===== src/verilog/urbg_pkg.sv =====
// Package with register map, field layout and carrier types of the receive status and baud block.
package urbg_pkg;

    // ------------------------------------------------------------------
    // Register map
    // ------------------------------------------------------------------
    localparam logic [15:0] URBG_ADDR_RX_STATUS = 16'hFF71;
    localparam logic [15:0] URBG_ADDR_BAUD_SEL = 16'hFF73;
    localparam logic [7:0] URBG_RX_STATUS_RESET = 8'h00;
    localparam logic [3:0] URBG_BAUD_SEL_RESET = 4'h0;
    localparam logic [7:0] URBG_READ_UNMAPPED = 8'h00;

    // ------------------------------------------------------------------
    // Field positions
    // ------------------------------------------------------------------
    localparam int URBG_BIT_OVERRUN = 0;
    localparam int URBG_BIT_FRAMING = 1;
    localparam int URBG_BIT_PARITY = 2;
    localparam int URBG_SEL_LSB = 4;
    localparam int URBG_SEL_MSB = 7;

    // ------------------------------------------------------------------
    // Source select codes and divider figures
    // ------------------------------------------------------------------
    localparam logic [3:0] URBG_SEL_SYS_LAST = 4'h6;
    localparam logic [3:0] URBG_SEL_TIMER = 4'h7;
    localparam logic [3:0] URBG_SEL_EXT_PIN = 4'h8;
    localparam int URBG_SYS_N_BASE = 2;
    localparam int URBG_SAMPLES_PER_BIT = 16;
    localparam logic [3:0] URBG_SAMPLE_LAST = 4'(URBG_SAMPLES_PER_BIT - 1);
    localparam logic [7:0] URBG_PRESCALE_RESET = 8'h00;
    localparam logic [3:0] URBG_SAMPLE_CNT_RESET = 4'h0;

    // ------------------------------------------------------------------
    // Parity mode codes
    // ------------------------------------------------------------------
    localparam logic [1:0] URBG_PARITY_NONE = 2'h0;
    localparam logic [1:0] URBG_PARITY_ZERO = 2'h1;
    localparam logic [1:0] URBG_PARITY_ODD = 2'h2;
    localparam logic [1:0] URBG_PARITY_EVEN = 2'h3;

    // ------------------------------------------------------------------
    // Carrier types
    // ------------------------------------------------------------------
    typedef struct packed {
        logic [7:0] data;
        logic parity_bit;
        logic stop_bit;
    } urbg_frame_t;

    typedef struct packed {
        logic char_len_8;
        logic [1:0] parity_mode;
        logic stop_length_select;
    } urbg_format_t;

    typedef struct packed {
        logic parity_error_flag;
        logic framing_error_flag;
        logic overrun_error_flag;
    } urbg_status_t;

endpackage : urbg_pkg


===== src/verilog/urbg_baud_gen.sv =====
// Baud source selection and sampling tick generator.
`timescale 1ns/100ps
module urbg_baud_gen (
    input wire logic ref_clk_i,
    input wire logic sys_rst_i,
    input wire logic [3:0] source_select_i,
    input wire logic restart_i,
    input wire logic async_mode_i,
    input wire logic timer_wave_i,
    input wire logic ext_clk_i,
    output logic sample_tick_o,
    output logic bit_tick_o
);

    // ------------------------------------------------------------------
    // Helpers
    // ------------------------------------------------------------------
    // Terminal count of the prescaler: the sampling tick is the system clock over 2 to the n.
    function automatic logic [7:0] urbg_prescale_last(input logic [3:0] code);
        int n;
        n = int'(code) + urbg_pkg::URBG_SYS_N_BASE;
        return 8'((1 << n) - 1);
    endfunction : urbg_prescale_last

    // ------------------------------------------------------------------
    // Pin synchronisers and edge detection
    // ------------------------------------------------------------------
    logic [2:0] timer_sync_q, timer_sync_d;
    logic [2:0] ext_sync_q, ext_sync_d;
    logic [7:0] prescale_q, prescale_d;
    logic [3:0] sample_cnt_q, sample_cnt_d;
    logic sample_tick_q, sample_tick_d;
    logic bit_tick_q, bit_tick_d;
    logic src_edge;

    always_comb begin
        timer_sync_d = {timer_sync_q[1:0], timer_wave_i};
        ext_sync_d = {ext_sync_q[1:0], ext_clk_i};
    end

    // ------------------------------------------------------------------
    // Source selection and dividers
    // ------------------------------------------------------------------
    always_comb begin
        src_edge = 1'b0;
        prescale_d = urbg_pkg::URBG_PRESCALE_RESET;
        // Each rising edge of the timer or pin is one sampling tick, so a bit is 16 edges.
        if (source_select_i <= urbg_pkg::URBG_SEL_SYS_LAST) begin
            if (prescale_q >= urbg_prescale_last(source_select_i)) begin
                src_edge = 1'b1;
            end else begin
                prescale_d = prescale_q + 8'h01;
            end
        end else if (source_select_i == urbg_pkg::URBG_SEL_TIMER) begin
            src_edge = timer_sync_q[1] & ~timer_sync_q[2];
        end else if (source_select_i == urbg_pkg::URBG_SEL_EXT_PIN) begin
            // The pin clock is honoured in asynchronous mode only.
            src_edge = async_mode_i & ext_sync_q[1] & ~ext_sync_q[2];
        end
        // Prohibited codes produce no tick at all, which keeps a bad setting visible.
        sample_tick_d = src_edge & ~restart_i;
        sample_cnt_d = sample_cnt_q;
        bit_tick_d = 1'b0;
        if (sample_tick_d) begin
            sample_cnt_d = sample_cnt_q + 4'h1;
            bit_tick_d = (sample_cnt_q == urbg_pkg::URBG_SAMPLE_LAST);
        end
        // Any write of the select code restarts both dividers from zero.
        if (restart_i) begin
            prescale_d = urbg_pkg::URBG_PRESCALE_RESET;
            sample_cnt_d = urbg_pkg::URBG_SAMPLE_CNT_RESET;
        end
    end

    always_ff @(posedge ref_clk_i) begin
        if (sys_rst_i) begin
            timer_sync_q <= 3'h0;
            ext_sync_q <= 3'h0;
            prescale_q <= urbg_pkg::URBG_PRESCALE_RESET;
            sample_cnt_q <= urbg_pkg::URBG_SAMPLE_CNT_RESET;
            sample_tick_q <= 1'b0;
            bit_tick_q <= 1'b0;
        end else begin
            timer_sync_q <= timer_sync_d;
            ext_sync_q <= ext_sync_d;
            prescale_q <= prescale_d;
            sample_cnt_q <= sample_cnt_d;
            sample_tick_q <= sample_tick_d;
            bit_tick_q <= bit_tick_d;
        end
    end

    assign sample_tick_o = sample_tick_q;
    assign bit_tick_o = bit_tick_q;

endmodule : urbg_baud_gen


===== src/verilog/urbg_top.sv =====
// Receive error status register and baud generator control register with their logic.
//
// Functional notes
// - Status register resets to zero, is read only, read as a whole byte.
// - Bit 2 flags a parity mismatch in the received frame.
// - Bit 1 flags a missing high stop bit.
// - Bit 0 flags a frame completed before the previous byte was read.
// - Reception checks only the first stop bit, whatever the stop length.
// - Overrun repeats on every completed frame until the buffer is read.
// - Codes 0 to 6 pick system clock over 2 to the n; above 8 prohibited.
// - System clock baud is clock over 2 to the n plus one, then over 8.
// - Code 7 takes the timer square wave, baud is its rate over 16.
// - Code 8 takes the external clock pin, baud is its rate over 16.
// - The pin clock source works only in asynchronous mode.
// - Baud control register resets to zero, system clock over 4.
// - A buffer read or a new frame clears all flags; new errors set theirs.
// - Frame is start, 7 or 8 data bits, optional parity, then stop.
`timescale 1ns/100ps
module urbg_top (
    input wire logic ref_clk_i,
    input wire logic sys_rst_i,
    // CPU register port.
    input wire logic [15:0] cpu_addr_i,
    input wire logic cpu_rd_i,
    input wire logic cpu_wr_i,
    input wire logic [7:0] cpu_wdata_i,
    output logic [7:0] cpu_rdata_o,
    output logic cpu_rdata_valid_o,
    // Receiver side.
    input wire logic rx_done_i,
    input wire urbg_pkg::urbg_frame_t rx_frame_i,
    input wire urbg_pkg::urbg_format_t rx_format_i,
    input wire logic rx_buf_read_i,
    input wire logic async_mode_i,
    // Clock sources from pins.
    input wire logic timer_wave_i,
    input wire logic ext_clk_i,
    // Status and timing to the shifters.
    output urbg_pkg::urbg_status_t rx_status_o,
    output logic [3:0] source_select_o,
    output logic sample_tick_o,
    output logic bit_tick_o
);

    // ------------------------------------------------------------------
    // Helpers
    // ------------------------------------------------------------------
    // True when the received parity disagrees with the selected odd or even mode.
    function automatic logic urbg_parity_bad(
        input urbg_pkg::urbg_frame_t frame,
        input urbg_pkg::urbg_format_t fmt
    );
        logic [7:0] bits;
        logic ones_odd;
        bits = frame.data;
        // In 7-bit mode the top bit is not part of the character.
        if (!fmt.char_len_8) begin
            bits[7] = 1'b0;
        end
        ones_odd = (^bits) ^ frame.parity_bit;
        case (fmt.parity_mode)
            urbg_pkg::URBG_PARITY_ODD: return ~ones_odd;
            urbg_pkg::URBG_PARITY_EVEN: return ones_odd;
            default: return 1'b0;
        endcase
    endfunction : urbg_parity_bad

    // ------------------------------------------------------------------
    // Receive status
    // ------------------------------------------------------------------
    urbg_pkg::urbg_status_t status_q, status_d;
    logic unread_q, unread_d;
    urbg_pkg::urbg_status_t frame_status;

    always_comb begin
        frame_status.parity_error_flag = urbg_parity_bad(rx_frame_i, rx_format_i);
        // Only the first stop bit is carried in, so the second stop bit is never checked.
        frame_status.framing_error_flag = ~rx_frame_i.stop_bit;
        // A read in the same cycle drains the old byte, so the new frame is no overrun.
        frame_status.overrun_error_flag = unread_q & ~rx_buf_read_i;

        status_d = status_q;
        if (rx_buf_read_i) begin
            status_d = '0;
        end
        // A completing frame overrides the clear, so its errors are never lost.
        if (rx_done_i) begin
            status_d = frame_status;
        end

        unread_d = unread_q;
        if (rx_buf_read_i) begin
            unread_d = 1'b0;
        end
        if (rx_done_i) begin
            unread_d = 1'b1;
        end
    end

    always_ff @(posedge ref_clk_i) begin
        if (sys_rst_i) begin
            status_q <= urbg_pkg::urbg_status_t'(urbg_pkg::URBG_RX_STATUS_RESET[2:0]);
            unread_q <= 1'b0;
        end else begin
            status_q <= status_d;
            unread_q <= unread_d;
        end
    end

    // ------------------------------------------------------------------
    // Baud control register
    // ------------------------------------------------------------------
    logic [3:0] sel_q, sel_d;
    logic sel_write_q, sel_write_d;
    logic sel_hit;

    always_comb begin
        sel_hit = cpu_wr_i && (cpu_addr_i == urbg_pkg::URBG_ADDR_BAUD_SEL);
        sel_d = sel_q;
        // Only the upper nibble is stored; the lower nibble is dropped.
        if (sel_hit) begin
            sel_d = cpu_wdata_i[urbg_pkg::URBG_SEL_MSB:urbg_pkg::URBG_SEL_LSB];
        end
        // Any write to the baud control register restarts the dividers, which is why writing mid-transfer breaks it.
        sel_write_d = sel_hit;
    end

    always_ff @(posedge ref_clk_i) begin
        if (sys_rst_i) begin
            sel_q <= urbg_pkg::URBG_BAUD_SEL_RESET;
            sel_write_q <= 1'b0;
        end else begin
            sel_q <= sel_d;
            sel_write_q <= sel_write_d;
        end
    end

    // ------------------------------------------------------------------
    // Register read path
    // ------------------------------------------------------------------
    logic [7:0] rdata_q, rdata_d;
    logic rvalid_q, rvalid_d;

    always_comb begin
        rdata_d = urbg_pkg::URBG_READ_UNMAPPED;
        rvalid_d = cpu_rd_i;
        if (cpu_rd_i) begin
            case (cpu_addr_i)
                urbg_pkg::URBG_ADDR_RX_STATUS: begin
                    rdata_d = 8'h00;
                    rdata_d[urbg_pkg::URBG_BIT_PARITY] = status_q.parity_error_flag;
                    rdata_d[urbg_pkg::URBG_BIT_FRAMING] = status_q.framing_error_flag;
                    rdata_d[urbg_pkg::URBG_BIT_OVERRUN] = status_q.overrun_error_flag;
                end
                urbg_pkg::URBG_ADDR_BAUD_SEL: begin
                    rdata_d = {sel_q, 4'h0};
                end
                default: begin
                    rdata_d = urbg_pkg::URBG_READ_UNMAPPED;
                end
            endcase
        end
    end

    always_ff @(posedge ref_clk_i) begin
        if (sys_rst_i) begin
            rdata_q <= urbg_pkg::URBG_READ_UNMAPPED;
            rvalid_q <= 1'b0;
        end else begin
            rdata_q <= rdata_d;
            rvalid_q <= rvalid_d;
        end
    end

    // ------------------------------------------------------------------
    // Baud generator
    // ------------------------------------------------------------------
    // The generator sees the newly stored code one cycle after the write, with its restart.
    urbg_baud_gen u_baud_gen (
        .ref_clk_i(ref_clk_i),
        .sys_rst_i(sys_rst_i),
        .source_select_i(sel_q),
        .restart_i(sel_write_q),
        .async_mode_i(async_mode_i),
        .timer_wave_i(timer_wave_i),
        .ext_clk_i(ext_clk_i),
        .sample_tick_o(sample_tick_o),
        .bit_tick_o(bit_tick_o)
    );

    // ------------------------------------------------------------------
    // Outputs
    // ------------------------------------------------------------------
    assign cpu_rdata_o = rdata_q;
    assign cpu_rdata_valid_o = rvalid_q;
    assign rx_status_o = status_q;
    assign source_select_o = sel_q;

endmodule : urbg_top

===== config.mk =====
export PLATFORM = sky130hd
export DESIGN_NAME = urbg_top
export DESIGN_NICKNAME = d
export VERILOG_FILES = /design/src/verilog/urbg_pkg.sv /design/src/verilog/urbg_baud_gen.sv /design/src/verilog/urbg_top.sv
export SDC_FILE = /design/constraint.sdc
export NUM_CORES = 1
export LEC_CHECK = 0
export BUFFER_PORTS_ARGS = -buffer_cell sky130_fd_sc_hd__buf_2
export CAP_MARGIN = 20
export CORE_UTILIZATION = 30
export DETAILED_ROUTE_END_ITERATION = 10
export HOLD_SLACK_MARGIN = 0.05
export PLACE_DENSITY = 0.5
export SKIP_CTS_REPAIR_TIMING = 1
export SLEW_MARGIN = 5
export SYNTH_ARGS = -nofsm -noshare
export SYNTH_HDL_FRONTEND = slang
export SYNTH_SLANG_ARGS = --single-unit

===== constraint.sdc =====
create_clock -name ref_clk_i -period 5.6 [get_ports ref_clk_i]
set_input_delay 0 -clock ref_clk_i [delete_from_list [all_inputs] [get_ports ref_clk_i]]
set_output_delay 0 -clock ref_clk_i [all_outputs]
set_load 0.02 [all_outputs]

==> results of run 1 <==
-- worst reg2reg max path, stage by stage, from the launching register on --
cell	delay, ps
dfxtp_1	540
ha_1	270
and2_1	200
a21oi_1	70
nand2b_1	150
nor2_1	130
nand2_1	70
ha_1	240
o31ai_1	90
xor2_1	120
ha_1	200
a211oi_1	240
o21ai_0	150
a211o_1	370
or3_1	470
nor2_1	140
-- Yosys cell counts --
cell type   n  area (um2)
mux2i_1     7        70.1
a211oi_1    2        15.0
xor2_1      8        70.1
o22ai_1     1        6.26
conb_1      1        3.75
buf_4       1        7.51
dfxtp_1    37         741
nor4b_1     1        8.76
nand4b_1    3        26.3
and3_1      2        12.5
o31ai_1     1        7.51
and2_1      4        25.0
ha_1       12         150
xnor2_1     9        78.8
nand2_1    13        48.8
nor2b_1     8        50.1
and3b_1     1        8.76
nor2_1     30         113
o21ai_0     5        25.0
a2111o_1    1        11.3
nor3b_1     3        22.5
a31o_2      2        17.5
clkbuf_1    3        11.3
buf_1       1        3.75
nand2b_1    2        12.5
a31oi_1     1        6.26
a21oi_1     5        25.0
inv_1       9        33.8
nand3_1     9        45.0
nand4_1     3        18.8
nor3_1      5        25.0
nor4_1      2        12.5
a21o_1      1        7.51
nand3b_1    2        15.0
or3_1       2        12.5
buf_2       1        5.00
a211o_1     1        8.76
-- kinds of logic after synthesis --
kind of cell               count (synthesis)  synth area share
and+or+nand+nor                           90             0.259
DFF                                       37             0.420
AOI/OAI and AO/OA                         20            0.0739
xor gates and xnor gates                  17            0.0845
buffers and inverters                     15            0.0348
adders and majority gates                 12            0.0852
muxes                                      7            0.0398
other                                      1           0.00213
-- cell usage in the layout (no fill, tap or decap), types with 3 or more instances in the layout --
cell and instances:
buf_2 58, dfxtp_1 37, nor2_1 30, nand2_1 13
ha_1 12, dlygate4sd3_1 12, inv_1 9, xnor2_1 9
nand3_1 9, nor2b_1 8, xor2_1 8, mux2i_1 7
a21oi_1 5, nor3_1 5, o21ai_0 5, clkbuf_8 5
and2_1 4, nor3b_1 3, nand4_1 3, nand4b_1 3
-- worst min-delay path by stage --
stage / to / slack (ps) / start / cells past startpoint
2_1_floorplan: rx_status_o[0] / 80 / rx_buf_read_i / 1
3_3_place_gp: u_baud_gen.timer_sync_q[0] / 210 / timer_wave_i / 2
3_5_place_dp: u_baud_gen.ext_sync_q[0] / 210 / ext_clk_i / 2
4_1_cts: u_baud_gen.ext_sync_q[0] / -100 / ext_clk_i / 2
5_1_grt: cpu_rdata_o[0] / 70 / cpu_addr_i[1] / 3
6_report: cpu_rdata_o[2] / 50 / cpu_addr_i[1] / 3
-- layer usage --
metal	wire length, um	GRT usage	part of all wire	up-vias
li1	-	-	-	818
met5	0	0	0	-
met3	186	0.0407	0.050	10
met4	97	0.0667	0.026	0
met2	1690	0.212	0.45	42
met1	1770	0.161	0.47	693
-- final cells by class --
| class | count | area (um2) |
|---|---|---|
| Fill cell | 578 | 3250 |
| Multi-Input combinational cell | 147 | 960 |
| Sequential cell | 37 | 741 |
| Timing Repair Buffer | 70 | 410 |
| Tap cell | 72 | 90.1 |
| Clock buffer | 5 | 68.8 |
| Inverter | 9 | 33.8 |
| Clock inverter | 3 | 22.5 |
-- power by group --
| group | internal, W | switching [W] | total (W) | leakage [nW] |
|---|---|---|---|---|
| registers | 0.000279 | 0.0000165 | 0.000296 | 0.301 |
| clock network | 0.0000882 | 0.000101 | 0.000189 | 0.0481 |
| logic | 0.0000543 | 0.0000515 | 0.000106 | 0.737 |
| total | 0.000422 | 0.000169 | 0.000591 | 1.09 |
-- stage by stage --
step / hold WS (ps) / worst slack [ps] / area (um2) / util
3_5_place_dp: 213 / 2120 / 2110 / 0.379
2_1_floorplan: 79.3 / 2440 / 1760 / -
6_report: 53.1 / 2080 / 2330 / 0.417
5_1_grt: 70.2 / 1780 / 2330 / 0.417
4_1_cts: -103 / 2080 / 2210 / 0.396
3_3_place_gp: 208 / 2170 / 2110 / 0.379
-- flip-flops by register name (all words and copies together) (netlist names) --
register,cells
unread_q,1
cpu_rdata_valid_o,1
u_baud_gen.ext_sync_q,3
rx_status_o,3
u_baud_gen.bit_tick_o,1
source_select_o,4
u_baud_gen.sample_tick_o,1
u_baud_gen.sample_cnt_q,4
u_baud_gen.prescale_q,8
cpu_rdata_o,7
sel_write_q,1
u_baud_gen.timer_sync_q,3
==> summary.txt, run 1 <==
Run status
  – Status: completed

Detailed routing
  – Routed Antenna Nets: 0
  – Vias per cell: 4.56
  – WL final: 3.75 mm
  – # DRC: 0
  – 1st-pass router iterations: 4
  – DR WL/cell: 10.9 um
  – Vias: 1,563
  – Starting DRT DRC Count: 74

Setup path
  – Worst R2R End: u_baud_gen.prescale_q[5]
  – R2r setup slk: 2080 ps
  – Max stage delay cell, worst path: dfxtp_1
  – CP endpoint: u_baud_gen.prescale_q[5]
  – Worst path depth: 15
  – Critical path class: flop to flop
  – Max incr delay on CP: 540 ps
  – Worst EP arrival: 3760 ps
  – Crit end category: flop
  – Crit-path cells: ha_1 -> and2_1 -> a21oi_1 -> nand2b_1 -> nor2_1 -> nand2_1 -> ha_1 -> o31ai_1 -> xor2_1 -> ha_1 -> a211oi_1 -> o21ai_0 -> a211o_1 -> or3_1 -> nor2_1
  – Buf/Inv on CP: 0
  – Crit start category: flop
  – Critical path launch point: source_select_o[1]
  – Worst Path Max Fanout: 10
  – Cell repeated most along the worst path: ha_1
  – Crit Reg-Reg Startpoint: source_select_o[1]
  – Worst path required time: 5840 ps
  – Top Family by Delay on Critical Path: simple AND/OR/NAND/NOR gates
  – R2R depth: 15

Logic synthesis
  – Number of synthesized register bits: 37
  – Synth unique cells: 37
  – Mean post-synth cell area: 8.85 um2
  – Synthesized area: 1760 um2
  – Synth Instances: 199
  – Syn Nets: 258
  – YS warnings: 0
  – Sequential area share after synthesis: 0.420

Global routing
  – First-pass GRT wire length: 6.41 mm
  – Gr ovfl total: 0
  – Initial antenna violation count: 0
  – Vias in the first global route: 1,404
  – Gr usage total: 0.133
  – Pin count of the biggest net entering global routing: 25

Power
  – Power Density: 254 nW/um2
  – Leak: 1.09 nW
  – PnR Total Power: 0.000591 W
  – Peak VDD IR: 112 uV

STA
  – Max-slew violation count: 0
  – Minimum clock period: 3520 ps
  – # setup viols final: 0
  – Hold Vio Cnt, Final: 0
  – Final period util: 0.629
  – Worst Clk Skew: 5.40 ps
  – RSZ-0062 raised after global routing: false
  – Maximum clock rate: 284 MHz
  – Final TNS setup: 0 ps

Clock tree
  – Num Clock Sinks: 37
  – Clock root buffer: clkbuf_8
  – CTS tree: yes
  – Number of CTS-inserted buffers: 5
  – H-tree Lvls: 2
  – Clock latency on the worst-skew pair: 290 ps
  – Clock Path Buffers: 2
  – Clk slew on worst S/H paths: 80 ps

Die
  – Die width: 78.6 um
  – Initial Utilization: 0.316
  – Top Ports: 65
  – Core Region: 5570 um2
  – Row count: 27
  – Die span in y: 78.6 um
  – Die ar.: 6180 um2

Place
  – DP Wirelength: 2.80 mm
  – Placed cells: 323
  – PortBufs: 58
  – RD Place Congestion: 0.774

Flow run
  – Max_cap viols: 0

Layout
  – Layout cells sized above 1: 0.251
  – Ant diodes: 0
  – P&R area growth vs syn: 32.0%
  – Layout Cells excl Fill: 343
  – Final net count: 329

Min path
  – Hold crit path type: primary input to flop
Power figures use the tool's default switching activity.
==> run 2: changes to the inputs <==
--- a/config.mk
+++ b/config.mk
@@ -10,7 +10,7 @@
 export CORE_UTILIZATION = 30
 export DETAILED_ROUTE_END_ITERATION = 10
 export HOLD_SLACK_MARGIN = 0.05
-export PLACE_DENSITY = 0.5
+export PLACE_DENSITY = 0.52
 export SKIP_CTS_REPAIR_TIMING = 1
 export SLEW_MARGIN = 5
 export SYNTH_ARGS = -nofsm -noshare
==> constraint.sdc (replaced) <==
create_clock -name ref_clk_i -period 2.87 [get_ports ref_clk_i]
set_input_delay 0 -clock ref_clk_i [delete_from_list [all_inputs] [get_ports ref_clk_i]]
set_output_delay 0 -clock ref_clk_i [all_outputs]
set_load 0.02 [all_outputs]
==> run 2 against run 1 <==
  * Via count grew 0.90%
  * Global-route usage grew 0.15 points
  * Worst hold slack gained 9.3 ps
  * First-iteration DRC count shrank 45%
  * Wire length grew 3.8%
  * Cell area grew 9.8%
  * Critical path type unchanged
==> summary.txt, run 2 (synthesis gave the netlist of run 1 again) <==
Global routing
  – Pin count of the biggest net entering global routing: 25 (unchanged)
  – Gr ovfl total: 0 (unchanged)
  – Initial antenna violation count: 0 (unchanged)
  – Vias in the first global route: 1,439 (+2.5%)
  – First-pass GRT wire length: 6.49 mm (+1.3%)
  – Gr usage total: 0.135 (+0.00154)

Clock tree
  – Num Clock Sinks: 37 (unchanged)
  – H-tree Lvls: 2 (unchanged)
  – Clk slew on worst S/H paths: 70 ps (about the same)
  – Number of CTS-inserted buffers: 5 (unchanged)
  – Clock Path Buffers: 2 (unchanged)
  – CTS tree: yes
  – Clock root buffer: clkbuf_8
  – Clock latency on the worst-skew pair: 280 ps (about the same)

Die
  – Die ar.: 6180 um2 (unchanged)
  – Die span in y: 78.6 um (unchanged)
  – Initial Utilization: 0.316 (unchanged)
  – Core Region: 5570 um2 (unchanged)
  – Die width: 78.6 um (unchanged)
  – Top Ports: 65 (unchanged)
  – Row count: 27 (unchanged)

Power
  – Sequential share of power: 0.450 (-0.050)
  – PnR Total Power: 0.00128 W (+120%)
  – Comb pwr share: 0.186 (+0.007)
  – Sw Share: 0.258 (-0.0286)
  – Peak VDD IR: 278 uV (+150%)
  – Power Density: 502 nW/um2 (+98%)
  – Leak: 1.15 nW (+5.9%)
  – Internal cell power: 0.000951 W (+130%)
  – Clock power frac: 0.364 (+0.043)
  – Sw Pwr: 0.000331 W (+95%)

Place
  – Placed cells: 332 (+2.8%)
  – PortBufs: 58 (unchanged)
  – Dpl ws: -102 ps (-2230 ps)
  – DP Wirelength: 2.85 mm (+2.1%)
  – RD Place Congestion: 0.782 (+1.1%)

STA
  – Maximum clock rate: 356 MHz (+25%)
  – Final worst slack: 57.9 ps (-2020 ps)
  – Worst Clk Skew: 2.47 ps (-2.93 ps)
  – RSZ-0062 raised after global routing: true
  – Hold Vio Cnt, Final: 0 (unchanged)
  – Minimum clock period: 2810 ps (-708 ps)
  – Final period util: 0.980 (+0.351)
  – # setup viols final: 0 (unchanged)
  – Max-slew violation count: 0 (unchanged)

Detailed routing
  – # DRC: 0 (unchanged)
  – 1st-pass router iterations: 4 (unchanged)
  – Routed Antenna Nets: 0 (unchanged)
  – WL final: 3.89 mm (+3.8%)
  – Vias: 1,577 (+0.90%)
  – Starting DRT DRC Count: 41 (-45%)
  – DR WL/cell: 11.0 um (+0.54%)
  – Vias per cell: 4.45 (-2.2%)

Min path
  – Hold crit path type: primary input to flop

Setup path
  – Crit end category: flop
  – Worst Path Max Fanout: 8 (-2)
  – Critical path class: flop to flop
  – R2r setup slk: 60 ps (-2020 ps)
  – Crit start category: flop
  – Worst EP arrival: 3030 ps (-730 ps)
  – Worst path required time: 3090 ps (-2750 ps)

Layout
  – Layout cells sized above 1: 0.358 (+0.107)
  – Reg with most FFs: u_baud_gen.prescale_q
  – P&R area growth vs syn: 45.0%
  – Max reg flops: 8 (unchanged)
  – Final net count: 340 (+3.3%)
  – Layout Cells excl Fill: 354 (+3.2%)
  – Most frequent cells in the layout: 58 x buf_2, 34 x dfxtp_1, 23 x nor2_1, 13 x dlygate4sd3_1
  – Ant diodes: 0 (unchanged)
  – Commonest non-fill, non-tap cell in the layout: buf_2

Run status
  – Status: completed

Flow run
  – Max_cap viols: 0 (unchanged)
==> run 2: cell types whose count changed in the layout (fill, tap and decap cells not counted), sizes merged <==
cell | previous run | this run
inv | 9 | 10
buf | 58 | 68
clkinv | 3 | 0
dlygate4sd3 | 12 | 13
bufinv | 0 | 1
clkbuf | 5 | 6
==> run 2: path summary, 6_finish.rpt <==
kind                                               start                       end  depth (start not counted)
worst max register to register        source_select_o[1]  u_baud_gen.prescale_q[6]                         12
worst max-delay path                  source_select_o[1]  u_baud_gen.prescale_q[6]                         12
worst min register to register  u_baud_gen.ext_sync_q[0]  u_baud_gen.ext_sync_q[1]                          1
worst min-delay path                       cpu_addr_i[1]            cpu_rdata_o[0]                          3
==> run 2: critical path, stage by stage, from the launching register on <==
cell and delay, ps:
dfxtp_4 360, ha_4 140, and2_4 140, a21oi_2 40
nand2b_4 150, nor2_4 100, nand2_2 70, ha_4 290
ha_4 180, a2111o_1 410, a211o_1 320, or3_4 440
nor2_1 100
==> run 2: layout make-up <==
| type | instances | area, um2 |
|---|---|---|
| Clock inverter | 2 | 36.3 |
| Multi-Input combinational cell | 147 | 1070 |
| Tap cell | 72 | 90.1 |
| Sequential cell | 37 | 749 |
| Timing Repair Buffer | 81 | 495 |
| Fill cell | 579 | 3020 |
| Clock buffer | 6 | 82.6 |
| Inverter | 9 | 33.8 |
==> run 2: power groups by stage <==
stage | clock network, W | registers [W] | logic (W)
2_1_floorplan | 0 | 0.000585 | 0.000139
3_5_place_dp | 0 | 0.000586 | 0.000208
3_3_place_gp | 0 | 0.000585 | 0.000206
6_report | 0.000467 | 0.000577 | 0.000238
4_1_cts | 0.000490 | 0.000574 | 0.000208
5_1_grt | 0.000514 | 0.000584 | 0.000275
==> run 2: layer usage <==
layer / GRT usage / vias to the layer above / share of wire
met1: 0.165 / 702 / 0.46
met2: 0.230 / 28 / 0.50
met5: 0 / - / 0
met3: 0.0279 / 5 / 0.031
li1: - / 842 / -
met4: 0.0500 / 0 / 0.0093
==> run 2: per-stage QoR <==
step | setup TNS, ps | hold slack (ps) | cell area [um2] | util
floorplan | -477 | 79.3 | 1800 | -
global placement | -148 | 212 | 2210 | 0.396
detailed placement | -758 | 214 | 2210 | 0.396
CTS | -1240 | -91.6 | 2320 | 0.417
global route | -528 | 68.2 | 2550 | 0.458
finish | 0 | 62.4 | 2550 | 0.458
==> run 3: changes to the inputs <==
--- a/config.mk
+++ b/config.mk
@@ -11,6 +11,7 @@
 export DETAILED_ROUTE_END_ITERATION = 10
 export HOLD_SLACK_MARGIN = 0.05
 export PLACE_DENSITY = 0.52
+export REMOVE_ABC_BUFFERS = 1
 export SKIP_CTS_REPAIR_TIMING = 1
 export SLEW_MARGIN = 5
 export SYNTH_ARGS = -nofsm -noshare
==> run 3 against run 2 <==
  * Non-clock buffer count shrank 1
  * Via count grew 2.3%
  * Worst setup slack lost 34 ps
  * Critical path depth grew 3
  * Cell area shrank 1.3%
  * Worst hold slack lost 33 ps
  * Die area is the same
  * Wire length grew 5.4%
  * Clock power shrank 24%
==> summary.txt, run 3 (synthesis gave the netlist of run 1 again) <==
Power
  – Leak: 1.13 nW (-1.5%)
  – Sequential share of power: 0.494 (+0.044)
  – Peak VDD IR: 190 uV (-32%)
  – Sw Pwr: 0.000330 W (-0.33%)
  – Clock power frac: 0.302 (-0.062)
  – Power Density: 464 nW/um2 (-7.5%)
  – Comb pwr share: 0.204 (+0.018)
  – Sw Share: 0.282 (+0.0237)
  – Internal cell power: 0.000841 W (-12%)
  – PnR Total Power: 0.00117 W (-8.7%)

Setup path
  – Crit Reg-Reg Startpoint: source_select_o[2]
  – Crit-path cells: ha_4 -> and2_4 -> a21oi_2 -> nand2b_4 -> nor2_4 -> nand2_2 -> ha_4 -> o31ai_4 -> xor2_1 -> ha_2 -> nand4_1 -> a21oi_1 -> a211o_1 -> or3_4 -> nor2_2
  – Worst R2R End: u_baud_gen.prescale_q[7]
  – Crit start category: flop
  – Critical path launch point: source_select_o[2]
  – Worst path required time: 3110 ps (+20 ps)
  – R2r setup slk: 20 ps (-30 ps)
  – Max stage delay cell, worst path: or3_4
  – Critical path class: flop to flop
  – Cell repeated most along the worst path: ha_4
  – Worst EP arrival: 3080 ps (+50 ps)
  – CP endpoint: u_baud_gen.prescale_q[7]
  – Worst Path Max Fanout: 8 (unchanged)
  – Crit end category: flop
  – Max incr delay on CP: 440 ps (about the same)
  – R2R depth: 15 (+3)

Die
  – Top Ports: 65 (unchanged)
  – Die ar.: 6180 um2 (unchanged)
  – Die width: 78.6 um (unchanged)
  – Die span in y: 78.6 um (unchanged)
  – Initial Utilization: 0.316 (unchanged)
  – Core Region: 5570 um2 (unchanged)
  – Row count: 27 (unchanged)

Detailed routing
  – WL final: 4.10 mm (+5.4%)
  – Routed wl met2: 2.02 mm (+3.4%)
  – # DRC: 0 (unchanged)
  – Metal1 wirelength: 1.81 mm (+1.7%)
  – Highest metal used: met4
  – Vias: 1,614 (+2.3%)
  – DR WL met3: 196 um (+65%)
  – Vias per cell: 4.57 (+2.6%)
  – DR WL/cell: 11.6 um (+5.7%)
  – Routed Antenna Nets: 0 (unchanged)
  – 1st-pass router iterations: 4 (unchanged)
  – Starting DRT DRC Count: 46 (+12%)

Layout
  – P&R area growth vs syn: 43.0%
  – Ant diodes: 0 (unchanged)
  – Reg area: 743 um2 (-0.83%)
  – Final net count: 339 (-0.29%)
  – Layout cells sized above 1: 0.363 (+0.00483)
  – Most frequent cells in the layout: 58 x buf_2, 35 x dfxtp_1, 23 x nor2_1, 11 x dlygate4sd3_1, 11 x buf_4
  – Commonest non-fill, non-tap cell in the layout: buf_2
  – Fin area: 2520 um2 (-1.3%)
  – Area of the multi-input gates: 1090 um2 (+1.9%)
  – Filler cell count: 590 (+1.9%)
  – Reg with most FFs: u_baud_gen.prescale_q
  – Layout Cells excl Fill: 353 (-0.28%)
  – Max reg flops: 8 (unchanged)

STA
  – Hold Vio Cnt, Final: 0 (unchanged)
  – RSZ-0062 raised after global routing: true
  – Final worst slack: 23.5 ps (-34.4 ps)
  – # setup viols final: 0 (unchanged)
  – Maximum clock rate: 351 MHz (-1.2%)
  – Max-slew violation count: 0 (unchanged)
  – Worst Clk Skew: 9.06 ps (+6.58 ps)
  – Minimum clock period: 2850 ps (+34.4 ps)
  – Final period util: 0.992 (+0.0120)

Clock tree
  – H-tree Lvls: 2 (unchanged)
  – Clock latency on the worst-skew pair: 290 ps (about the same)
  – Clock Path Buffers: 2 (unchanged)
  – Clk slew on worst S/H paths: 80 ps (about the same)
  – CTS tree: yes
  – Number of CTS-inserted buffers: 5 (unchanged)
  – Num Clock Sinks: 37 (unchanged)
  – Clock root buffer: clkbuf_8

Global routing
  – Initial antenna violation count: 0 (unchanged)
  – Gr ovfl total: 0 (unchanged)
  – Pin count of the biggest net entering global routing: 25 (unchanged)
  – First-pass GRT wire length: 6.69 mm (+3.1%)
  – Vias in the first global route: 1,565 (+8.8%)
  – Gr usage total: 0.140 (+0.00477)

Flow run
  – Max_cap viols: 0 (unchanged)

Place
  – Post-placement cell area: 2190 um2 (-0.74%)
  – Placed cells: 333 (+0.30%)
  – Dpl ws: -146 ps (-44.0 ps)
  – PortBufs: 58 (unchanged)
  – DP Wirelength: 2.87 mm (+0.58%)
  – RD Place Congestion: 0.722 (-7.7%)

Run status
  – Status: completed

Min path
  – Hold crit path type: primary input to flop
==> run 3: how the worst min path moves through the flow <==
| stage | startpoint | end | slack (ps) | cells after the start |
|---|---|---|---|---|
| 3_3_place_gp | timer_wave_i | u_baud_gen.timer_sync_q[0] | 220 | 2 |
| 5_1_grt | rx_done_i | unread_q | 50 | 3 |
| 2_1_floorplan | sys_rst_i | u_baud_gen.ext_sync_q[0] | 70 | 1 |
| 4_1_cts | timer_wave_i | u_baud_gen.timer_sync_q[0] | -100 | 2 |
| 6_report | rx_done_i | unread_q | 30 | 3 |
| 3_5_place_dp | timer_wave_i | u_baud_gen.timer_sync_q[0] | 210 | 2 |
==> run 3: cell type report <==
type / count / area share
multi-input cells: 147 / 0.431
clock inverters: 1 / 0.00298
repair buffers: 80 / 0.192
flip-flops and latches: 37 / 0.295
clock buffers: 7 / 0.0303
inverters: 9 / 0.0134
well taps: 72 / 0.0357
==> run 3: metrics by stage <==
stage | setup TNS, ps | hold WS (ps) | utilization
6_report | 0 | 29.0 | 0.452
5_1_grt | -915 | 52.4 | 0.452
4_1_cts | -1580 | -97.5 | 0.408
3_5_place_dp | -1220 | 212 | 0.393
3_3_place_gp | -605 | 217 | 0.393
2_1_floorplan | -3100 | 71.6 | -
==> run 3: critical path, delay by kind of cell, from the launching register on <==
family / cells / cell delay [ps]
AOI/OAI and AO/OA: 4 / 450
xor gates and xnor gates: 1 / 210
adders and majority gates: 3 / 650
DFF: 1 / 360
and+or+nand+nor: 7 / 1120
==> run 3: routing by layer <==
metal	vias to the layer above	GRT usage
met3	4	0.0407
met2	46	0.234
met5	-	0
li1	836	-
met4	0	0.0667
met1	728	0.161
==> run 3: power by group through the flow <==
stage	Sequential [W]	Clock [W]	Combinational (W)
2_1_floorplan	0.000587	0	0.000126
3_3_place_gp	0.000588	0	0.000204
3_5_place_dp	0.000587	0	0.000208
4_1_cts	0.000575	0.000372	0.000208
5_1_grt	0.000583	0.000395	0.000270
6_report	0.000578	0.000353	0.000239
